--- src/core/mpb_defs.vh ---
// Behaviour
// pins whose names end in _n are asserted low; every other signal is asserted high.
// buffer_direction_n steers the external transceiver: high passes data out, low passes data in.
// buffer_output_enable_n opens the transceiver only while a transfer uses the data lines.
// the write strobe is asserted during write transfers.
// four active-low device selects, each picking one external device for the transaction.
// a 22-bit address sits on dedicated pins; bits 25 to 22 appear only on pins switched to address use.
// the 8-bit data bus carries transfer data, and during cold reset it is sampled as the boot vector.
// the read output strobe is asserted while the selected device is expected to drive data.
// read_not_write is high for the whole of a read and low for the whole of a write.
// in wait mode the external device holds the cycle open while it asserts wait_or_acknowledge_n.
// in acknowledge mode the transaction ends only after wait_or_acknowledge_n is seen asserted.
// general-purpose pins 4 to 7 carry address bits 22 to 25 when switched to their alternate function.
// at most one select per transaction, and address, direction and select stay stable until it ends.
// wait or acknowledge behaviour is chosen per device select.
`ifndef MPB_DEFS_VH
`define MPB_DEFS_VH
`define MPB_ADDR_W       26
`define MPB_PIN_ADDR_W   22
`define MPB_HI_ADDR_W    4
`define MPB_DATA_W       8
`define MPB_NSEL         4
`define MPB_WS_W         6
`define MPB_SEL_IDLE     4'hF
`define MPB_DATA_ZERO    8'h00
`define MPB_WS_ZERO      6'h00
`define MPB_WS_ONE       6'h01
// the wait pin reaches the logic two edges late, so its first two samples in a cycle are stale
`define MPB_SETTLE_FULL  2'h3
`define MPB_SETTLE_ZERO  2'h0
`define MPB_GPIO_ZERO    4'h0
`endif

--- src/core/mpb_port.v ---
`timescale 1ns/1ps
`include "mpb_defs.vh"
module mpb_port
#(
    parameter WS_W = `MPB_WS_W
)
(
    // clock, enable, resets
    input  wire                        clk,
    input  wire                        rst,
    input  wire                        ce,
    input  wire                        cold_reset,
    // configuration
    input  wire [`MPB_NSEL-1:0]        sel_ack_mode,
    input  wire [WS_W-1:0]             wait_states,
    input  wire [`MPB_HI_ADDR_W-1:0]   gpio_alt_en,
    input  wire [`MPB_HI_ADDR_W-1:0]   gpio_out,
    input  wire [`MPB_HI_ADDR_W-1:0]   gpio_oe,
    // request side
    input  wire                        req_valid,
    input  wire                        req_read,
    input  wire [1:0]                  req_sel,
    input  wire [`MPB_ADDR_W-1:0]      req_addr,
    input  wire [`MPB_DATA_W-1:0]      req_wdata,
    output reg                         req_ready,
    output reg                         rsp_valid,
    output reg  [`MPB_DATA_W-1:0]      rsp_rdata,
    output reg  [`MPB_DATA_W-1:0]      boot_vector,
    output reg                         boot_vector_valid,
    // external bus
    output reg                         buffer_direction_n,
    output reg                         buffer_output_enable_n,
    output reg                         write_strobe_n,
    output reg  [`MPB_NSEL-1:0]        device_selects_n,
    output reg  [`MPB_PIN_ADDR_W-1:0]  periph_address,
    output reg                         read_output_strobe_n,
    output reg                         read_not_write,
    input  wire [`MPB_DATA_W-1:0]      periph_data_in,
    output reg  [`MPB_DATA_W-1:0]      periph_data_out,
    output reg  [`MPB_DATA_W-1:0]      periph_data_oe_n,
    input  wire                        wait_or_acknowledge_n,
    // general-purpose pins 4..7
    input  wire [`MPB_HI_ADDR_W-1:0]   gpio_in,
    output reg  [`MPB_HI_ADDR_W-1:0]   gpio_pin_out,
    output reg  [`MPB_HI_ADDR_W-1:0]   gpio_pin_oe_n,
    output reg  [`MPB_HI_ADDR_W-1:0]   gpio_in_value
);
    localparam S_IDLE = 3'b001;
    localparam S_ACT  = 3'b010;
    localparam S_DONE = 3'b100;

    reg  [2:0]                 state_q;
    reg  [WS_W-1:0]            ws_q;
    reg  [1:0]                 settle_q;
    reg                        ack_mode_q;
    reg  [`MPB_HI_ADDR_W-1:0]  hi_addr_q;
    reg                        cold_q;
    wire [`MPB_DATA_W-1:0]     data_s;
    wire                       wack_s;
    wire                       cold_s;
    wire [`MPB_HI_ADDR_W-1:0]  gpio_s;

    function [`MPB_NSEL-1:0] sel_decode;
        input [1:0] idx;
        begin
            sel_decode = ~(4'h1 << idx);
        end
    endfunction

    mpb_sync #(.W(`MPB_DATA_W), .RST_V(0)) u_dsync
    (
        .clk  (clk),
        .rst  (rst),
        .ce   (ce),
        .din  (periph_data_in),
        .dout (data_s)
    );
    mpb_sync #(.W(1), .RST_V(1)) u_wsync
    (
        .clk  (clk),
        .rst  (rst),
        .ce   (ce),
        .din  (wait_or_acknowledge_n),
        .dout (wack_s)
    );
    mpb_sync #(.W(1), .RST_V(1)) u_csync
    (
        .clk  (clk),
        .rst  (rst),
        .ce   (ce),
        .din  (cold_reset),
        .dout (cold_s)
    );
    mpb_sync #(.W(`MPB_HI_ADDR_W), .RST_V(0)) u_gsync
    (
        .clk  (clk),
        .rst  (rst),
        .ce   (ce),
        .din  (gpio_in),
        .dout (gpio_s)
    );

    // pins 4..7: address bits 22..25 in alternate mode, else plain gpio
    always @(posedge clk or posedge rst)
    begin
        if (rst)
        begin
            gpio_pin_out  <= `MPB_GPIO_ZERO;
            gpio_pin_oe_n <= ~`MPB_GPIO_ZERO;
            gpio_in_value <= `MPB_GPIO_ZERO;
        end
        else if (ce)
        begin
            gpio_pin_out  <= (gpio_alt_en & hi_addr_q) | (~gpio_alt_en & gpio_out);
            gpio_pin_oe_n <= ~(gpio_alt_en | gpio_oe);
            gpio_in_value <= gpio_s;
        end
    end

    always @(posedge clk or posedge rst)
    begin
        if (rst)
        begin
            state_q                <= S_IDLE;
            ws_q                   <= `MPB_WS_ZERO;
            settle_q               <= `MPB_SETTLE_ZERO;
            ack_mode_q             <= 1'b0;
            hi_addr_q              <= `MPB_GPIO_ZERO;
            cold_q                 <= 1'b0;
            req_ready              <= 1'b0;
            rsp_valid              <= 1'b0;
            rsp_rdata              <= `MPB_DATA_ZERO;
            boot_vector            <= `MPB_DATA_ZERO;
            boot_vector_valid      <= 1'b0;
            buffer_direction_n     <= 1'b0;
            buffer_output_enable_n <= 1'b1;
            write_strobe_n         <= 1'b1;
            device_selects_n       <= `MPB_SEL_IDLE;
            periph_address         <= {`MPB_PIN_ADDR_W{1'b0}};
            read_output_strobe_n   <= 1'b1;
            read_not_write         <= 1'b1;
            periph_data_out        <= `MPB_DATA_ZERO;
            periph_data_oe_n       <= ~`MPB_DATA_ZERO;
        end
        else if (ce)
        begin
            cold_q    <= cold_s;
            rsp_valid <= 1'b0;
            req_ready <= 1'b0;
            if (cold_s)
            begin
                // data pins are inputs; vector taken on the last sample before release
                periph_data_oe_n  <= ~`MPB_DATA_ZERO;
                boot_vector       <= data_s;
                boot_vector_valid <= 1'b0;
                state_q           <= S_IDLE;
                device_selects_n  <= `MPB_SEL_IDLE;
                buffer_output_enable_n <= 1'b1;
                read_output_strobe_n   <= 1'b1;
                write_strobe_n         <= 1'b1;
            end
            else
            begin
                if (cold_q)
                    boot_vector_valid <= 1'b1;
                case (state_q)
                    S_IDLE:
                    begin
                        req_ready <= 1'b1;
                        if (req_valid && req_ready)
                        begin
                            req_ready              <= 1'b0;
                            periph_address         <= req_addr[`MPB_PIN_ADDR_W-1:0];
                            hi_addr_q              <= req_addr[`MPB_ADDR_W-1:`MPB_PIN_ADDR_W];
                            device_selects_n       <= sel_decode(req_sel);
                            ack_mode_q             <= sel_ack_mode[req_sel];
                            read_not_write         <= req_read;
                            buffer_direction_n     <= ~req_read;
                            buffer_output_enable_n <= 1'b0;
                            read_output_strobe_n   <= ~req_read;
                            write_strobe_n         <= req_read;
                            periph_data_out        <= req_wdata;
                            periph_data_oe_n       <= {`MPB_DATA_W{req_read}};
                            ws_q                   <= wait_states;
                            settle_q               <= `MPB_SETTLE_FULL;
                            state_q                <= S_ACT;
                        end
                    end
                    S_ACT:
                    begin
                        // without this a zero wait-state cycle in wait mode would end on the idle pin level
                        settle_q <= settle_q >> 1;
                        if (ws_q != `MPB_WS_ZERO)
                            ws_q <= ws_q - `MPB_WS_ONE;
                        else if (settle_q == `MPB_SETTLE_ZERO && (ack_mode_q ? !wack_s : wack_s))
                        begin
                            rsp_rdata              <= data_s;
                            rsp_valid              <= read_not_write;
                            device_selects_n       <= `MPB_SEL_IDLE;
                            read_output_strobe_n   <= 1'b1;
                            write_strobe_n         <= 1'b1;
                            buffer_output_enable_n <= 1'b1;
                            state_q                <= S_DONE;
                        end
                    end
                    S_DONE:
                    begin
                        // one turnaround cycle before data pins or direction change
                        periph_data_oe_n <= ~`MPB_DATA_ZERO;
                        if (!read_not_write)
                            rsp_valid <= 1'b1;
                        state_q <= S_IDLE;
                    end
                    default:
                        state_q <= S_IDLE;
                endcase
            end
        end
    end
endmodule

--- src/core/mpb_sync.v ---
`timescale 1ns/1ps
`include "mpb_defs.vh"
// two-stage synchroniser for pin inputs; the first stage feeds only the second
module mpb_sync
#(
    parameter W     = 1,
    parameter RST_V = 0
)
(
    // clock and reset
    input  wire         clk,
    input  wire         rst,
    input  wire         ce,
    // data
    input  wire [W-1:0] din,
    output reg  [W-1:0] dout
);
    reg [W-1:0] meta_q;

    always @(posedge clk or posedge rst)
    begin
        if (rst)
        begin
            meta_q <= {W{RST_V[0]}};
            dout   <= {W{RST_V[0]}};
        end
        else if (ce)
        begin
            meta_q <= din;
            dout   <= meta_q;
        end
    end
endmodule

--- config.mk ---
export PLATFORM = sky130hd
export DESIGN_NAME = mpb_port
export DESIGN_NICKNAME = d
export VERILOG_FILES = /design/src/core/mpb_port.v /design/src/core/mpb_sync.v
export VERILOG_INCLUDE_DIRS = /design/src /design/src/core
export SDC_FILE = /design/constraint.sdc
export NUM_CORES = 1
export LEC_CHECK = 0
export BUFFER_PORTS_ARGS = -buffer_cell sky130_fd_sc_hd__buf_2
export CAP_MARGIN = 20
export CORE_UTILIZATION = 25
export DETAILED_ROUTE_END_ITERATION = 10
export PLACE_DENSITY = 0.5
export SKIP_CTS_REPAIR_TIMING = 1
export SYNTH_ARGS = -nofsm -noshare
export SYNTH_HDL_FRONTEND = slang
export SYNTH_HIERARCHICAL = 1
export SYNTH_SLANG_ARGS = --single-unit
--- constraint.sdc ---
create_clock -name clk -period 7.7 [get_ports clk]
set_clock_uncertainty 0.05 [all_clocks]
set_input_delay 1.54 -clock clk [delete_from_list [all_inputs] [get_ports clk]]
set_output_delay 1.54 -clock clk [all_outputs]
set_load 0.01 [all_outputs]
Word-level counts from Yosys, hierarchy flattened

Cells that the tools add are included.

Add/subtract/negate cells: 1
Multiply operators: 0
Div/mod/pow operators: 0
Magnitude comparators: 1
Eq/ne operators: 8
Shifts and indexed selects: 1
Mux-type cells: 42
Bitwise operators: 10
Reduce and logical (&&, ||, !) cells: 18

Operators with widths:

| operator                                              | count |
|---|---|
| two-way mux 1 bit                                     | 19 |
| two-way mux 4 bit                                     | 4 |
| two-way mux 8 bit                                     | 2 |
| case mux 8 bit (2 select lines)                       | 1 |
| AND reduction 5 bit                                   | 3 |
| two-way mux 3 bit                                     | 4 |
| two-way mux 6 bit                                     | 2 |
| NOT 4 bit                                             | 3 |
| case mux 6 bit (2 select lines)                       | 1 |
| AND reduction 4 bit                                   | 3 |
| inequality test 3 x 2 -> 1 bit, second input constant | 3 |
| AND 4 bit                                             | 2 |
| OR 4 bit                                              | 2 |
| case mux 1 bit (2 select lines)                       | 4 |
| case mux 4 bit (2 select lines)                       | 1 |
| case mux 3 bit (2 select lines)                       | 1 |
| nonzero test 3 bit                                    | 2 |
| nonzero test 6 bit                                    | 1 |
| subtractor 6 x 1 -> 6 bit, second input constant      | 1 |
| inequality test 2 bit, second input constant          | 2 |
| case mux 2 bit (2 select lines)                       | 1 |
| AND reduction 2 bit                                   | 2 |
| nonzero test 2 bit                                    | 2 |
| left shift 1 x 2 -> 4 bit, first input constant       | 1 |
| other kinds (11)                                      | 14 |

Flip-flop bits (word level): 123
Bits in latches: 0
Bits in writable memories: 0
Bits in read-only memories: 0
Input port bits: 77
Output and inout port bits: 78
Memories kept: 0

Longest topological paths before layout

Depth after elaboration: 7
Gate-level depth with buffers: 7
Mapped depth without buffers: 6

By module

The synthesis kept the hierarchy.

By module, submodules not included:

| module                 | times used | cells each | area an instance (µm²) | sequential area each (µm²) |
|---|---|---|---|---|
| mpb_port               | 1          | 384        | 3,797.4                | 2,219.6 |
| mpb_sync (u_dsync)     | 1          | 35         | 653.1                  | 400.4 |
| mpb_sync (u_gsync)     | 1          | 18         | 335.3                  | 200.2 |
| mpb_sync (u_csync ...) | 2          | 5          | 78.8                   | 52.6 |

Worst setup path before layout

OpenSTA, ideal clock, no wires.

Path type: input to register
Start point: input ce
End point: register rsp_rdata[0]
Library setup time: 0.125 ns
Data arrival time: 2.560 ns
Data required time: 7.525 ns
Slack: 4.965 ns
Stages: 4
Cells stage by stage: nor2b_1 -> nand2_1 -> nor2_4 -> mux2_2

Word-level cells in the longest chain between the ends: 1

Ends and longest elaborated chain:

| element                              | RTL line       | text |
|---|---|---|
| start: declaration                   | mpb_port.v:11  | `input wire ce,` |
| AND reduction 5 bit (no source line) | n/a            |  |
| end signal: assignment               | mpb_port.v:132 | `` rsp_rdata <= `MPB_DATA_ZERO; `` |
| end signal: assignment               | mpb_port.v:197 | `rsp_rdata <= data_s;` |
| end: declaration                     | mpb_port.v:27  | `` output reg [`MPB_DATA_W-1:0] rsp_rdata, `` |

Every way passes these cells.
A chain may end at the register's enable or synchronous reset.

Final worst setup path

Start point: input ce
End point: register rsp_rdata[7]

The elaborated chain is that of the path after synthesis.

==> results.txt <==
* Antenna cell count: 0
- Number of DRC markers in iteration 0: 135
- Type of the tightest min-delay check: register to register
- Final HPWL DP: 8529 um
- Mean number of vias per cell: 4.189
- Pre-CTS WS: 3901 ps
* Type of destination of the critical path: register
- Data arrives at the worst endpoint at 3610 ps.
- First-pass GRT wire length: 19790 um
- Sequential standard cell area: 0.002925 mm^2
- Total iterations of the first detailed-routing run: 5
- The clock network is responsible for 37.6% of the overall power.
* Layout area overhead: 31.69%
- Net switching share of the total power: 28.90%
* Number of buffers added on ports: 154
- For this run, the number of Yosys warnings is 6.
- The endpoint identified for the worst register-to-register timing path is buffer_direction_n$_DFFE_PP0P_.
* Sequential area share after synthesis: 59.17%
- Max capacitance violation total: 0
- Antenna violations before repair: 0
* Clock Pin Slew Worst Setup and Hold Paths: 50 ps
- Worst-case setup margin in the final layout: 4324 ps
- Endpoint of the most critical setup path: rsp_rdata[7]$_DFFE_PP0P_
* Critical path's slowest cell: sky130_fd_sc_hd__buf_4
- WL/cell: 14.09 um
- Number of routed nets with antenna violations: 0
* Detailed-route wire length: 12310 um
- Count of clock tree sinks: 116
* Die Y-Extent: 142.6 um
- After synthesis, the share of flip-flops with an asynchronous set or reset is 100.0%.
* Setup TNS: 0 ps
* Cell taking the most area after synthesis: sky130_fd_sc_hd__dfrtp_1
- Worst reg-to-reg path cell count: 5
- TritonCTS built the clock tree.
* Primary FF master, synth: sky130_fd_sc_hd__dfrtp_1
- Final worst-path cycle share: 43.84%
- Clock root buffer: sky130_fd_sc_hd__clkbuf_16
* Core Footprint: 0.01940 mm^2
- At the end of routability-driven placement, the weighted congestion stood at 0.7635.
- Synthesis produced 447 cells.
- Part of the total power dissipated in sequential elements: 41.2%
* Area taken by multi-input logic gates: 0.001794 mm^2
- In this run the worst path has a maximum fanout of 60.
- Outcome: finished clean
- Worst R2R Setup Slack: 5390 ps
- In this run the power spent charging and discharging nets is 0.6234 mW.
* Synthesis-stage register bit count: 116
- The worst hold path was traced through 2 stages.
* Overflow left after global routing: 0
- The number of nets in the synthesized netlist is 526.
- Setup-failing EPs final: 0
- The clock reaches the later pin of the worst-skew pair after 410 ps.
- Pin placement for this block handled 155 I/O pins.
- The die is 142.6 um wide.
- The final layout contains 675 nets.
* Total DRC errors in the routed layout: 0
- Number of buffers inserted during clock tree synthesis: 17
- Final hold viol count: 0
- Fmax: 296.2 MHz
- Synthesized cell area: 0.004943 mm^2
- No sink is reached through more buffers than the 2 on the longest clock path.
- Share of layout cells above drive strength 1: 42.20%
- Filler cells: 2027
* RSZ-0062 raised after global routing: false
* Top area cells in the synthesized netlist: sky130_fd_sc_hd__dfrtp_1 (50%), sky130_fd_sc_hd__nand2_1 (11%), sky130_fd_sc_hd__dfstp_2 (9.6%), sky130_fd_sc_hd__mux2_2 (6.2%), sky130_fd_sc_hd__mux2_4 (5.5%)
- Overall power consumption after layout is estimated at 2.157 mW.
- Utilization of the core after routing: 33.56%
* Die ar.: 0.02034 mm^2
- Critical path required time: 7940 ps
* Placement Rows: 51
- Largest net degree at the start of global routing: 75
- In this run the critical register-to-register path is launched from state_q[0]$_DFFE_PP1P_.
- The critical path goes through buf_2 -> buf_4 -> nor2b_1 -> nand2_1 -> nor2_4 -> mux2_2.
- The final count of pins violating max slew was 0.
- For the pin with the worst max-slew slack, the measured transition is 969.8 ps.
* Post-Syn Area per Cell: 11.06 um^2
* CP Launch Type: primary input
- Leakage: 3.291 nW
- In this run the tightest slew margin relative to its limit is 35.35%.
* Unique cell type count in the Yosys netlist: 53
- Final hold analysis gives a worst-case slack of 414.7 ps.
- Initial cell density of the core: 25.48%
* Number of flops mapped to enable cells by yosys: 0
* Critical path type: primary input to register
- Across the VDD grid, the largest voltage drop is 0.0001498 V.
- Post-layout min period: 3376 ps
- For this design the ratio of total power to cell area is 331.3 mW/mm^2.
- Across all layers, the routed design uses 3661 vias.
- The synthesized design devotes to its leading area cell type 49.61% of total area.
* Number of global-route vias before repair: 3700
- Combinational logic is responsible for 21.1% of the overall power.
- H-tree levels: 4
- Internal power comes to 1.533 mW.
- The most critical setup path has its startpoint at ce.
- Delay of the slowest critical-path stage: 600 ps
- Total global-route track usage: 12.88%
==> power by group through the flow <==
stage | Clock (mW) | Sequential (mW) | Combinational [mW]
after floorplan | 0 | 0.931 | 0.226
after global placement | 0 | 0.896 | 0.452
after detailed placement | 0 | 0.896 | 0.464
after CTS | 0.838 | 0.891 | 0.465
after global routing | 0.867 | 0.912 | 0.520
final | 0.811 | 0.890 | 0.456
==> layer usage <==
layer | wire length, um | global-route usage (%) | part of all wire (%) | vias to the layer above
met5 | 0 | 0 | 0 | -
met4 | 138 | 4.980 | 1.1 | 0
met3 | 615 | 4.058 | 5.0 | 10
met2 | 5907 | 19.84 | 48 | 106
met1 | 5650 | 16.81 | 46 | 1767
li1 | - | - | - | 1778
==> layout by cell type (no fill, tap or decap), drive strengths merged, types with 3 or more instances in the layout <==
cell type,n
and2,4
nor3b,4
clkbuf,24
clkinvlp,3
inv,11
buf,158
dfstp,18
a21oi,16
mux2i,4
nand2b,4
dfrtp,98
nor3,3
o22a,3
a221o,3
nand2,142
nor2,23
o21ai,9
mux2,45
bufinv,3
==> metrics by stage <==
stage	area, um^2	cells
floorplan	4943	447
global placement	5896	842
detailed placement	5896	842
CTS	6510	874
global route	6510	874
finish	6510	874
==> registers in the layout (all words and copies together) (netlist names), 3 cells and up <==
| name | cells |
|---|---|
| gpio_pin_out | 4 |
| gpio_pin_oe_n | 4 |
| u_dsync/meta_q | 8 |
| u_dsync/dout | 8 |
| ws_q | 6 |
| device_selects_n | 4 |
| boot_vector | 8 |
| u_gsync/meta_q | 4 |
| periph_data_out | 8 |
| rsp_rdata | 8 |
| periph_address | 22 |
| u_gsync/dout | 4 |
| hi_addr_q | 4 |
| gpio_in_value | 4 |
| state_q | 3 |
==> critical path: cells and delay by family <==
kind          cells  cell delay (ps)
simple gates      3              990
mux               1              370
buf+inv           2              670
==> cell type report <==
type                       count  area share (%)
clock buffer                  24           7.553
sequential                   116           44.94
timing repair buffer         158           12.30
clock inverter                 8           1.884
inverter                      11          0.6727
tap                          265           5.093
multi-input combinational    292           27.56
==> worst min-delay path by stage <==
| stage | slack [ps] | from | end |
|---|---|---|---|
| floorplan | 400 | hi_addr_q[0]$_DFFE_PP0P_ | hi_addr_q[0]$_DFFE_PP0P_ |
| global placement | 410 | periph_address[0]$_DFFE_PP0P_ | periph_address[0]$_DFFE_PP0P_ |
| detailed placement | 410 | periph_data_out[1]$_DFFE_PP0P_ | periph_data_out[1]$_DFFE_PP0P_ |
| CTS | 420 | periph_data_out[1]$_DFFE_PP0P_ | periph_data_out[1]$_DFFE_PP0P_ |
| global route | 440 | periph_data_out[5]$_DFFE_PP0P_ | periph_data_out[5]$_DFFE_PP0P_ |
| finish | 410 | periph_data_out[1]$_DFFE_PP0P_ | periph_data_out[1]$_DFFE_PP0P_ |
==> logic make-up after synthesis <==
group                    Yosys count  share of synthesized area [%]
AND/OR/NAND/NOR                  192                          16.45
AO/OA/AOI/OAI                     46                          6.100
buffers and inverters             39                          4.530
adder cells (fa/ha/maj)            2                         0.5061
multiplexers                      50                          12.88
flip-flops                       116                          59.17
XOR/XNOR                           2                         0.3544
==> synth_stat cells, types with 2 or more instances <==
master and n:
sky130_fd_sc_hd__nand2_1 142, sky130_fd_sc_hd__dfrtp_1 98, sky130_fd_sc_hd__mux2_2 27, sky130_fd_sc_hd__nor2_1 22, sky130_fd_sc_hd__dfstp_2 18, sky130_fd_sc_hd__mux2_4 18, sky130_fd_sc_hd__a21oi_1 16, sky130_fd_sc_hd__inv_1 11
sky130_fd_sc_hd__buf_4 8, sky130_fd_sc_hd__clkbuf_1 8, sky130_fd_sc_hd__o21ai_0 8, sky130_fd_sc_hd__buf_2 7, sky130_fd_sc_hd__mux2i_1 4, sky130_fd_sc_hd__nand2b_1 4, sky130_fd_sc_hd__a221o_1 3, sky130_fd_sc_hd__and2_1 3
sky130_fd_sc_hd__buf_6 3, sky130_fd_sc_hd__nor3_1 3, sky130_fd_sc_hd__nor3b_1 3, sky130_fd_sc_hd__o22a_1 3, sky130_fd_sc_hd__a22oi_1 2, sky130_fd_sc_hd__ha_1 2, sky130_fd_sc_hd__nand3_1 2, sky130_fd_sc_hd__nor2b_1 2
sky130_fd_sc_hd__o211ai_1 2
Note: power is estimated with default switching activity, not from simulation.
